### src/verilog/awl_pkg.sv
/*
 * Shared constants for the ASCII word listener and its bus controller.
 * Assumes both ends and the link interface are compiled after this file.
 */
// How it works
// - Device only listens, never drives data.
// - Controller addresses talker and listener before data.
// - Unaddressed device ignores data, keeps setting.
// - Four digits in order: range, then magnitude.
// - Range digit 1 is low, 2 high.
// - Magnitude is three BCD digits 000-999.
// - Fourth digit applies setting, no trigger.
// - Controller sends exactly four digits per setting.
// - Every fourth character updates, strays count too.
// - Unipolar: code scales linearly from zero.
// - Bipolar: 000 most negative, 999 most positive.
// - Bipolar code 500 gives zero both ranges.
// - Unipolar low: one millivolt per step.
// - Unipolar high: ten millivolts per step.
// - Bipolar low: two millivolts, offset one volt.
// - Bipolar high: twenty millivolts, offset ten volts.
// - Mode switch picks unipolar or bipolar mapping.
// - Listen address from switches; equal addresses share.
// - Five-bit address, all ones never listens.
// - Selector routes to voltage or current; local blocks.
// - Two listeners on one bus need distinct addresses.
package awl_pkg;

  // ************************************************************
  // Bus command bytes and addressing.
  // ************************************************************
  localparam logic [2:0] LISTEN_GROUP = 3'h1;
  localparam logic [2:0] TALK_GROUP = 3'h2;
  localparam logic [7:0] UNLISTEN = 8'h3F;
  localparam logic [4:0] ADDR_NONE = 5'h1F;
  // Controller's own talk address; the value is arbitrary.
  localparam logic [4:0] CTL_TALK_ADDR = 5'h15;

  // ************************************************************
  // Data word layout.
  // ************************************************************
  localparam logic [7:0] CHAR_LOW = 8'h31;
  localparam logic [7:0] CHAR_HIGH = 8'h32;
  localparam logic [3:0] DIGIT_ZONE = 4'h3;
  localparam logic [1:0] DIGIT_FIRST = 2'h0;
  localparam logic [1:0] DIGIT_LAST = 2'h3;
  localparam int MV_W = 17;

  // ************************************************************
  // Scaling: step in millivolts and bipolar offset.
  // ************************************************************
  localparam logic [4:0] STEP_UNI_LOW = 5'h01;
  localparam logic [4:0] STEP_UNI_HIGH = 5'h0A;
  localparam logic [4:0] STEP_BI_LOW = 5'h02;
  localparam logic [4:0] STEP_BI_HIGH = 5'h14;
  localparam logic [MV_W-1:0] OFS_BI_LOW = 17'h003E8;
  localparam logic [MV_W-1:0] OFS_BI_HIGH = 17'h02710;

  // ************************************************************
  // Channel selector positions.
  // ************************************************************
  localparam logic [1:0] CHAN_LOCAL = 2'h0;
  localparam logic [1:0] CHAN_VOLT = 2'h1;
  localparam logic [1:0] CHAN_CURR = 2'h2;

  // ************************************************************
  // Controller registers on AHB-Lite.
  // ************************************************************
  localparam logic [7:0] REG_SETTING = 8'h00;
  localparam logic [7:0] REG_STATUS = 8'h04;
  localparam int SET_MAG_LSB = 0;
  localparam int SET_HIGH_BIT = 12;
  localparam int SET_ADDR_LSB = 16;
  localparam logic [31:0] SET_MASK = 32'h001F1FFF;
  localparam int STAT_BUSY_BIT = 0;
  localparam int STAT_DONE_BIT = 1;
  localparam logic [2:0] SEQ_LAST = 3'h6;

endpackage : awl_pkg

### src/verilog/awl_link_if.sv
/*
 * Byte link between the bus controller and the listener.
 * Assumes the bench joins the two ends through one instance.
 */
interface awl_link_if;
  // Data lines and strobes driven by the talker.
  logic [7:0] dio;
  logic atn;
  logic dav;
  // Handshake lines driven by the listener.
  logic rfd;
  logic dac;

  modport dev (
    input dio,
    input atn,
    input dav,
    output rfd,
    output dac
  );

  modport ctl (
    output dio,
    output atn,
    output dav,
    input rfd,
    input dac
  );
endinterface : awl_link_if

### src/verilog/awl_sync.sv
/*
 * Two-flop synchroniser, one stage pair per bit.
 * Assumes the inputs are quasi-static for at least two clocks.
 */
module awl_sync #(
  parameter int W = 1
) (
  // Clock and reset.
  input wire logic mclk,
  input wire logic rst_b,
  // Asynchronous inputs and their synchronised copies.
  input wire logic [W-1:0] d,
  output logic [W-1:0] q
);

  // ************************************************************
  // Per-bit double flops.
  // ************************************************************
  for (genvar i = 0; i < W; i++) begin : g_bit
    logic meta_q;
    // The first flop feeds only the second one.
    always_ff @(posedge mclk or negedge rst_b) begin
      if (!rst_b) begin
        meta_q <= 1'b0;
        q[i] <= 1'b0;
      end else begin
        meta_q <= d[i];
        q[i] <= meta_q;
      end
    end
  end

endmodule // awl_sync

### src/verilog/awl_listener.sv
/*
 * Listen-only end: takes bytes off the link, tracks its listen address,
 * assembles four-character data words and drives a millivolt setting
 * to the voltage or current channel.
 * Assumes the link and the rear switches are asynchronous pins, and that
 * the controller keeps the byte stable while its valid strobe is high.
 */
module awl_listener (
  // Clock and reset.
  input wire logic mclk,
  input wire logic rst_b,
  // Link towards the bus controller.
  awl_link_if.dev link,
  // Rear-panel switches.
  input wire logic [4:0] addr_sw,
  input wire logic bipolar_sw,
  input wire logic [1:0] chan_sw,
  // Voltage-limit channel setting.
  output logic signed [awl_pkg::MV_W-1:0] voltage_limit_channel_mv_q,
  output logic voltage_limit_channel_high_q,
  output logic voltage_limit_channel_upd_q,
  // Current-limit channel setting.
  output logic signed [awl_pkg::MV_W-1:0] current_limit_channel_mv_q,
  output logic current_limit_channel_high_q,
  output logic current_limit_channel_upd_q,
  // Status.
  output logic listening_q
);

  // ************************************************************
  // Declarations.
  // ************************************************************
  typedef enum logic {
    AWL_READY = 1'b0,
    AWL_ACCEPT = 1'b1
  } awl_hs_t;

  awl_hs_t hs_q;
  logic [7:0] byte_s;
  logic atn_s;
  logic dav_s;
  logic [4:0] addr_s;
  logic bipolar_s;
  logic [1:0] chan_s;
  logic take;
  logic remote;
  logic accept;
  logic apply;
  logic [1:0] cnt_q;
  logic high_q;
  logic [3:0] hund_q;
  logic [3:0] tens_q;
  logic [10:0] mag;
  logic [4:0] step;
  logic [awl_pkg::MV_W-1:0] ofs;
  logic [15:0] prod;
  logic signed [awl_pkg::MV_W-1:0] mv_d;

  // ************************************************************
  // Input capture.
  // ************************************************************
  // Every link line and switch is a pin, so all pass two flops.
  // The talker puts the byte up a cycle ahead of its strobe, so the
  // equal pipeline delay keeps data valid when the strobe is seen.
  awl_sync #(
    .W(18)
  ) u_sync (
    .mclk(mclk),
    .rst_b(rst_b),
    .d({link.dio, link.atn, link.dav, addr_sw, bipolar_sw, chan_sw}),
    .q({byte_s, atn_s, dav_s, addr_s, bipolar_s, chan_s})
  );

  // ************************************************************
  // Acceptor handshake.
  // ************************************************************
  // Every byte is acknowledged, even ignored ones, so a controller
  // talking to other instruments is never held up by this end.
  always_ff @(posedge mclk or negedge rst_b) begin
    if (!rst_b) begin
      hs_q <= AWL_READY;
    end else begin
      case (hs_q)
        AWL_READY: begin
          if (dav_s) begin
            hs_q <= AWL_ACCEPT;
          end
        end
        AWL_ACCEPT: begin
          if (!dav_s) begin
            hs_q <= AWL_READY;
          end
        end
        default: begin
          hs_q <= AWL_READY;
        end
      endcase
    end
  end

  // Only handshake lines leave this end; no data line exists.
  assign link.rfd = (hs_q == AWL_READY);
  assign link.dac = (hs_q == AWL_ACCEPT);
  assign take = (hs_q == AWL_READY) && dav_s;

  // ************************************************************
  // Address tracking.
  // ************************************************************
  // The all-ones switch code equals the unlisten byte, so it can never
  // turn listening on.
  always_ff @(posedge mclk or negedge rst_b) begin
    if (!rst_b) begin
      listening_q <= 1'b0;
    end else if (take && atn_s) begin
      if (byte_s == awl_pkg::UNLISTEN) begin
        listening_q <= 1'b0;
      end else if (byte_s == {awl_pkg::LISTEN_GROUP, addr_s} &&
                   addr_s != awl_pkg::ADDR_NONE) begin
        listening_q <= 1'b1;
      end
    end
  end

  // Data counts only while addressed and not in local control.
  assign remote = (chan_s == awl_pkg::CHAN_VOLT) ||
                  (chan_s == awl_pkg::CHAN_CURR);
  assign accept = take && !atn_s && listening_q && remote;
  assign apply = accept && (cnt_q == awl_pkg::DIGIT_LAST);

  // ************************************************************
  // Word assembly.
  // ************************************************************
  // Characters are counted blindly; a stray terminator shifts the word
  // framing, which is the documented behaviour, not a fault.
  always_ff @(posedge mclk or negedge rst_b) begin
    if (!rst_b) begin
      cnt_q <= awl_pkg::DIGIT_FIRST;
    end else if (accept) begin
      cnt_q <= cnt_q + 2'h1;
    end
  end

  // First character picks the range, next two are held as BCD.
  always_ff @(posedge mclk or negedge rst_b) begin
    if (!rst_b) begin
      high_q <= 1'b0;
      hund_q <= 4'h0;
      tens_q <= 4'h0;
    end else if (accept) begin
      case (cnt_q)
        2'h0: high_q <= (byte_s == awl_pkg::CHAR_HIGH);
        2'h1: hund_q <= byte_s[3:0];
        2'h2: tens_q <= byte_s[3:0];
        default: begin
        end
      endcase
    end
  end

  // ************************************************************
  // Scaling.
  // ************************************************************
  // The third magnitude digit comes straight off the link so the new
  // setting is out one cycle after the fourth character.
  assign mag = 11'(hund_q) * 11'h064 + 11'(tens_q) * 11'h00A +
               11'(byte_s[3:0]);

  // Step and offset come from mode and range; 500 lands on 0 in bipolar mode.
  always_comb begin
    if (!bipolar_s) begin
      step = high_q ? awl_pkg::STEP_UNI_HIGH
                    : awl_pkg::STEP_UNI_LOW;
      ofs = '0;
    end else begin
      step = high_q ? awl_pkg::STEP_BI_HIGH
                    : awl_pkg::STEP_BI_LOW;
      ofs = high_q ? awl_pkg::OFS_BI_HIGH
                   : awl_pkg::OFS_BI_LOW;
    end
  end

  assign prod = 16'(mag) * 16'(step);
  assign mv_d = $signed({1'b0, prod} - ofs);

  // ************************************************************
  // Channel outputs.
  // ************************************************************
  // One channel at a time; the other keeps its last setting.
  always_ff @(posedge mclk or negedge rst_b) begin
    if (!rst_b) begin
      voltage_limit_channel_mv_q <= '0;
      voltage_limit_channel_high_q <= 1'b0;
      voltage_limit_channel_upd_q <= 1'b0;
    end else begin
      voltage_limit_channel_upd_q <= 1'b0;
      if (apply && chan_s == awl_pkg::CHAN_VOLT) begin
        voltage_limit_channel_mv_q <= mv_d;
        voltage_limit_channel_high_q <= high_q;
        voltage_limit_channel_upd_q <= 1'b1;
      end
    end
  end

  always_ff @(posedge mclk or negedge rst_b) begin
    if (!rst_b) begin
      current_limit_channel_mv_q <= '0;
      current_limit_channel_high_q <= 1'b0;
      current_limit_channel_upd_q <= 1'b0;
    end else begin
      current_limit_channel_upd_q <= 1'b0;
      if (apply && chan_s == awl_pkg::CHAN_CURR) begin
        current_limit_channel_mv_q <= mv_d;
        current_limit_channel_high_q <= high_q;
        current_limit_channel_upd_q <= 1'b1;
      end
    end
  end

endmodule // awl_listener

### src/flat_wrapper.sv
// flat-port wrapper written by rule: the top's interface ports become plain ports
module awl_listener_flat 
  (mclk, rst_b, addr_sw, bipolar_sw, chan_sw, voltage_limit_channel_mv_q, voltage_limit_channel_high_q, voltage_limit_channel_upd_q, current_limit_channel_mv_q, current_limit_channel_high_q, current_limit_channel_upd_q, listening_q, link_dio, link_atn, link_dav, link_rfd, link_dac);
  awl_link_if link_i ();
  input wire logic mclk;
  input wire logic rst_b;
  input wire logic [4:0] addr_sw;
  input wire logic bipolar_sw;
  input wire logic [1:0] chan_sw;
  output logic signed [awl_pkg::MV_W-1:0] voltage_limit_channel_mv_q;
  output logic voltage_limit_channel_high_q;
  output logic voltage_limit_channel_upd_q;
  output logic signed [awl_pkg::MV_W-1:0] current_limit_channel_mv_q;
  output logic current_limit_channel_high_q;
  output logic current_limit_channel_upd_q;
  output logic listening_q;
  input wire logic [$bits(link_i.dio)-1:0] link_dio;
  input wire logic [$bits(link_i.atn)-1:0] link_atn;
  input wire logic [$bits(link_i.dav)-1:0] link_dav;
  output wire logic [$bits(link_i.rfd)-1:0] link_rfd;
  output wire logic [$bits(link_i.dac)-1:0] link_dac;
  assign link_i.dio = link_dio;
  assign link_i.atn = link_atn;
  assign link_i.dav = link_dav;
  assign link_rfd = link_i.rfd;
  assign link_dac = link_i.dac;
  awl_listener u_core (.mclk(mclk), .rst_b(rst_b), .link(link_i), .addr_sw(addr_sw), .bipolar_sw(bipolar_sw), .chan_sw(chan_sw), .voltage_limit_channel_mv_q(voltage_limit_channel_mv_q), .voltage_limit_channel_high_q(voltage_limit_channel_high_q), .voltage_limit_channel_upd_q(voltage_limit_channel_upd_q), .current_limit_channel_mv_q(current_limit_channel_mv_q), .current_limit_channel_high_q(current_limit_channel_high_q), .current_limit_channel_upd_q(current_limit_channel_upd_q), .listening_q(listening_q));
endmodule
### config.mk
export PLATFORM = sky130hd
export DESIGN_NAME = awl_listener_flat
export DESIGN_NICKNAME = d
export VERILOG_FILES = /design/src/verilog/awl_pkg.sv /design/src/verilog/awl_link_if.sv /design/src/verilog/awl_sync.sv /design/src/verilog/awl_listener.sv /design/src/flat_wrapper.sv
export SDC_FILE = /design/constraint.sdc
export NUM_CORES = 1
export LEC_CHECK = 0
export BUFFER_PORTS_ARGS = -buffer_cell sky130_fd_sc_hd__buf_2
export CORE_MARGIN = 3
export CORE_UTILIZATION = 64
export DETAILED_ROUTE_END_ITERATION = 6
export GPL_ROUTABILITY_DRIVEN = 0
export GPL_TIMING_DRIVEN = 0
export PLACE_DENSITY = 0.86
export SYNTH_ARGS = -nofsm -noshare
export SYNTH_HDL_FRONTEND = slang
export SYNTH_SLANG_ARGS = --single-unit
### constraint.sdc
create_clock -name mclk -period 14.9 [get_ports mclk]
set_clock_uncertainty 0.05 [all_clocks]
set_input_delay 0.745 -clock mclk [delete_from_list [all_inputs] [get_ports mclk]]
set_output_delay 0.745 -clock mclk [all_outputs]
set_load 0.005 [all_outputs]
## Yosys cells after proc, flatten, opt, wreduce, memory -nomap -nowiden

Index checks and enable logic that the tools add are counted.

- Add/sub/neg operators: 4
- Multiply operators: 3
- Equal/unequal tests: 9
- Multiplexer cells: 10
- Bitwise gates (word level): 1
- Reductions and logical operators: 17

Operators with widths:

| kind | number |
|---|---|
| 17-bit 2-to-1 mux | 1 |
| 16-bit by 17-bit subtractor with 17-bit output | 1 |
| 8-bit by 6-bit == test with 1-bit output, second input constant | 2 |
| 11-bit by 5-bit multiplier with 16-bit output | 1 |
| 14-bit 2-to-1 mux | 1 |
| 11-bit by 4-bit adder with 11-bit output | 1 |
| 11-bit by 8-bit adder with 11-bit output | 1 |
| 5-bit 2-to-1 mux | 2 |
| 1-bit logical AND | 9 |
| 4-bit by 5-bit multiplier with 9-bit output, second input constant | 1 |
| 8-bit by 6-bit == test with 1-bit output | 1 |
| 2-bit AND reduction | 4 |
| 4-bit by 3-bit multiplier with 7-bit output, second input constant | 1 |
| 2-bit == test, second input constant | 3 |
| 1-bit 2-to-1 mux | 5 |
| 5-bit inequality test, second input constant | 1 |
| 2-bit by 1-bit == test with 1-bit output, second input constant | 2 |
| 4-bit 2-to-1 mux | 1 |
| 2-bit by 1-bit adder with 2-bit output, second input constant | 1 |
| 2-bit logical NOT | 1 |
| 2-bit nonzero test | 1 |
| 1-bit logical NOT | 1 |
| 1-bit logical OR | 1 |
| 1-bit inverter | 1 |

- Bits in registers: 87
- Input bits: 20
- Output and inout port bits: 41
- Logic and storage cells: 92

## Logic depth before layout (Yosys ltp)

- Depth in word-level cells: 8
- Gate-level depth with buffers: 25
- Depth with buffers taken out: 24

## By module

From an unflattened synthesis, not the netlist that was laid out.

- Cell total of the unflattened synthesis: 527
- Area, all modules: 5647.9 µm²

Modules (own cells, without submodules):

| module | instances | cells each | area each (µm²) | seq. area each (µm²) |
|---|---|---|---|---|
| awl_listener | 1 | 491 | 4747.1 | 1276.2 |
| awl_sync | 1 | 36 | 900.9 | 900.9 |

## Worst setup path before layout

Ideal clock, no wire load.

- Kind: reg-to-reg
- Start point: reg u_core.tens_q[1]
- End point: reg u_core.current_limit_channel_mv_q[12] (netlist name)
- Setup time: 0.125 ns
- Arrival time: 5.503 ns
- Data required time: 14.725 ns
- Slack: 9.222 ns
- Cell stages (with the launch flop): 23
- Buffers on the path: 0
- Period minus slack after synthesis: 5.678 ns
- Cell sequence: dfrtp_1 > ha_1 > ha_1 > fa_1 > xor2_1 > ha_1 > ha_1 > inv_1 > a221o_1 > xor2_2 > nand2_1 > fa_1 > inv_1 > fa_1 > inv_1 > fa_1 > inv_1 > ha_1 > a21oi_1 > o21ai_0 > nor2_4 > xnor2_1 > mux2_2

- Longest elaborated chain between the ends: 5

RTL lines:

| element | line | source |
|---|---|---|
| start, declared | awl_listener.sv:52 | `logic [3:0] tens_q;` |
| start signal, assigned | awl_listener.sv:153 | `2'h2: tens_q <= byte_s[3:0];` |
| 4-bit by 3-bit multiplier with 7-bit output | awl_listener.sv:165 | `assign mag = 11'(hund_q) * 11'h064 + 11'(tens_q) * 11'h00A +` |
| 11-bit by 8-bit adder with 11-bit output | awl_listener.sv:165 |  |
| 11-bit by 4-bit adder with 11-bit output | awl_listener.sv:165 |  |
| 11-bit by 5-bit multiplier with 16-bit output | awl_listener.sv:182 | `assign prod = 16'(mag) * 16'(step);` |
| 16-bit by 17-bit subtractor with 17-bit output | awl_listener.sv:183 | `assign mv_d = $signed({1'b0, prod} - ofs);` |
| end signal, assigned | awl_listener.sv:212 | `current_limit_channel_mv_q <= mv_d;` |
| end, declared | awl_listener.sv:23 | `output logic signed [awl_pkg::MV_W-1:0] current_limit_channel_mv_q,` |

No other way between the ends.
A chain may end at the register's enable or synchronous reset.

## Final worst setup path

- Start point: reg u_core.tens_q[1]
- End point: reg u_core.current_limit_channel_mv_q[16] (netlist name)

Same word-level chain as after synthesis.

==> flow_summary_export.csv <==
group,metric,value,unit
outcome,outcome,"finished clean",
critical_path,critPathSlowestCell,"o41ai_1",
placed_design,port_buffers,60,
grt,antenna_found_initial,0,
sta,worst_pin_slew,560.8,ps
critical_path,rrSetupSlack,8510,ps
sta,slew_headroom,62.12,%
floorplan,rows,33,
route,num_vias,4090,
final_layout,ff_latch_area,2177,um2
critical_path,path_class,"flip-flop to flip-flop",
yosys,synthCells,552,
route,routed_wl,11940,um
critical_path,path_depth,24,
critical_path,r2r_start,"u_core.tens_q[1]",
critical_path,start_kind,"flip-flop",
critical_path,cp_top_family,"adder cells",
yosys,netlist_area,5720,um2
yosys,ys_ff_latch,87,
yosys,syn_nets,673,
cts,clock_sinks,87,
critical_path,r2r-end,"u_core.current_limit_channel_mv_q[16]",
cts,cts.path.max_buffers,2,
sta,final_max_slew_viol_count,0,
cts,htree_levels,3,
final_layout,syn_to_final_growth,11.53,%
sta,period_share,42.89,%
grt,grt_overflow_total,0,
floorplan,die_x,100.5,um
critical_path,path_cells,"ha_1, ha_1, fa_1, xor2_1, ha_1, ha_1, inv_1, o21bai_1, a21oi_1, xnor2_1, nand2_1, ha_1, inv_1, fa_1, inv_1, fa_1, inv_1, ha_1, buf_2, o21ai_0, a21oi_1, o41ai_1, a21oi_1, nor3b_1",
power_and_ir_drop,peakVddDrop,0.07867,mV
placed_design,dp_hpwl,9265,um
route,detail_route.iter0.violations,245,
cts,cts_tree,"yes",
floorplan,fp.coreArea,8464,um2
floorplan,pin_count,61,
cts,cts_resized,0,
route,ant_nets,0,
cts,root_buffer,"clkbuf_8",
cts,cts_hold_buf,0,
critical_path,ff2ff_path_depth,24,
sta,max_freq,0.1565,GHz
critical_path,worst_path_most_repeated_cell,"ha_1",
yosys,yosysWarnings,0,
worst_hold_path,hold_class,"input pin to asynchronous set/reset pin",
grt,grt_max_degree,52,
critical_path,end_kind,"flip-flop",
grt,grt_pass1_vias,4443,
yosys,syn_avg_cell_area,10.36,um2
cts,clk_pin_slew_worst_paths,100,ps
critical_path,required,15100,ps
yosys,yosys.cell_types.count,45,
floorplan,die-height,100.5,um
sta,setup_viol,0,
cts,cts_buffers,9,
critical_path,worst_path_largest_cell_delay,590,ps
sta,fin_crit,6390,ps
power_and_ir_drop,power,0.0004480,W
final_layout,fillers,574,
grt,grtUsageTotal,25.87,%
floorplan,initial_core_util,67.58,%
sta,hold_viol,0,
grt,grt_pass1_wl,20530,um
job,drv_cap,0,
final_layout,nNetsFinal,745,
power_and_ir_drop,leakage,3.440,nW
route,dr.pass1.iters,4,
route,via_per_inst,5.572,
critical_path,path_buf_inv,5,
floorplan,dieArea,10110,um2
sta,rsz0062_at_grt,"no",
route,remaining_drc_errors,0,
critical_path,cp.arrival,6590,ps
power_and_ir_drop,p_per_area,70.22,nW/um2
final_layout,antenna_cells,0,
yosys,yosysSeqAreaShare,38.06,%
cts,cts_setup_buffers,0,
final_layout,multi_input_area,3183,um2
final_layout,drive_gt1_share,17.17,%
cts,clock_latency,360,ps
critical_path,critPathMaxFanout,8,
route,wl_per_cell,16.26,um
sta,setup_tns,0,ps
## sequential cells by signal, summed over array words and instances, names as in the netlist
| signal | cells |
|---|---|
| u_core.cnt_q | 2 |
| u_core.current_limit_channel_high_q | 1 |
| u_core.current_limit_channel_mv_q | 17 |
| u_core.current_limit_channel_upd_q | 1 |
| u_core.high_q | 1 |
| u_core.hund_q | 4 |
| u_core.link.dac | 1 |
| u_core.listening_q | 1 |
| u_core.tens_q | 4 |
| u_core.u_sync.g_bit.meta_q | 18 |
| u_core.u_sync.q | 18 |
| u_core.voltage_limit_channel_high_q | 1 |
| u_core.voltage_limit_channel_mv_q | 17 |
| u_core.voltage_limit_channel_upd_q | 1 |
## cell families after synthesis
group / count (synthesis) / share of synthesized area, %
AO/OA/AOI/OAI: 73 / 7.962
AND/OR/NAND/NOR: 157 / 13.50
adder cells (fa/ha/maj): 101 / 27.21
XOR/XNOR: 24 / 3.806
multiplexers: 16 / 3.171
buffers and inverters: 94 / 6.299
flip-flops: 87 / 38.06
## worst max path at each step
stage                     start                               endpoint
6_report       u_core.tens_q[1]  u_core.current_limit_channel_mv_q[16]
3_3_place_gp   u_core.tens_q[1]  u_core.current_limit_channel_mv_q[12]
2_1_floorplan  u_core.tens_q[1]  u_core.current_limit_channel_mv_q[12]
3_5_place_dp   u_core.tens_q[1]  u_core.current_limit_channel_mv_q[12]
5_1_grt        u_core.tens_q[1]  u_core.current_limit_channel_mv_q[16]
4_1_cts        u_core.tens_q[1]  u_core.current_limit_channel_mv_q[12]
## power by group
part           internal, W  total [W]  leakage, nW  switching [W]
combinational    0.0000167  0.0000417         2.22      0.0000250
sequential        0.000241   0.000244         1.13     0.00000272
clock            0.0000657   0.000163       0.0942      0.0000968
## layout by cell type (no fill, tap or decap), drive strengths merged, types with 3 or more instances in the layout
cell type,count
xnor2,16
xor2,8
fa,39
a21o,6
nand2,79
and2,21
clkbuf,19
o21a,3
buf,65
nand3,10
nand4,3
nor3,4
nand2b,8
a21oi,23
a31oi,3
nor2,12
mux2,14
dfrtp,87
nor2b,9
ha,62
o21ai,22
nor3b,4
o22ai,4
inv,83
## synthesized netlist by cell type (all sizes together)
cell | number | area share (%)
fa | 39 | 14
o211ai | 1 | 0.13
o22ai | 4 | 0.44
nor2b | 9 | 0.98
a221oi | 2 | 0.31
and2 | 21 | 2.3
nand2b | 8 | 0.87
nand3b | 1 | 0.20
nand4b | 1 | 0.15
a41oi | 1 | 0.28
o21ai | 22 | 1.9
clkbuf | 10 | 0.66
nand4 | 3 | 0.33
o21bai | 2 | 0.26
buf | 4 | 0.39
a211oi | 2 | 0.26
nand3 | 10 | 0.87
or2 | 1 | 0.11
nand2 | 79 | 5.2
a221o | 1 | 0.17
xnor2 | 16 | 2.4
a31o | 1 | 0.15
mux2i | 2 | 0.35
a21oi | 23 | 2.2
inv | 80 | 5.2
a31oi | 3 | 0.33
and4bb | 2 | 0.44
o21a | 3 | 0.39
nor3 | 4 | 0.35
xor2 | 8 | 1.4
nor2 | 12 | 0.92
o41ai | 2 | 0.31
mux2 | 14 | 2.8
dfrtp | 87 | 38
a21o | 6 | 0.79
nor3b | 4 | 0.52
nor4 | 2 | 0.22
ha | 62 | 14
## layout make-up
| class | count | area share (%) |
|---|---|---|
| multi-input combinational | 371 | 49.89 |
| sequential | 87 | 34.12 |
| timing repair buffer | 61 | 5.177 |
| inverter | 80 | 4.707 |
| tap | 105 | 2.059 |
| clock buffer | 9 | 1.942 |
| clock inverter | 7 | 1.157 |
| buffer | 14 | 0.9414 |
## through the flow
| stage | hold WS [ps] | instance area (um2) | worst slack, ps | util (%) | std cells |
|---|---|---|---|---|---|
| finish | 276.4 | 6380 | 8510 | 75.37 | 734 |
| global route | 289.0 | 6380 | 8141 | 75.37 | 734 |
| CTS | 279.5 | 6380 | 8646 | 75.37 | 734 |
| detailed placement | 284.7 | 6182 | 8684 | 73.04 | 718 |
| global placement | 281.3 | 6152 | 8840 | 72.68 | 717 |
| floorplan | 281.2 | 5720 | 9222 | - | 552 |
## layer usage
metal | track usage [%] | vias up | part of all wire, %
met4 | 9.119 | 0 | 2.4
met5 | 0 | - | 0
li1 | - | 1933 | -
met2 | 45.72 | 116 | 53
met3 | 4.775 | 31 | 4.6
met1 | 31.77 | 2010 | 40
Power figures use the tool's default switching activity.
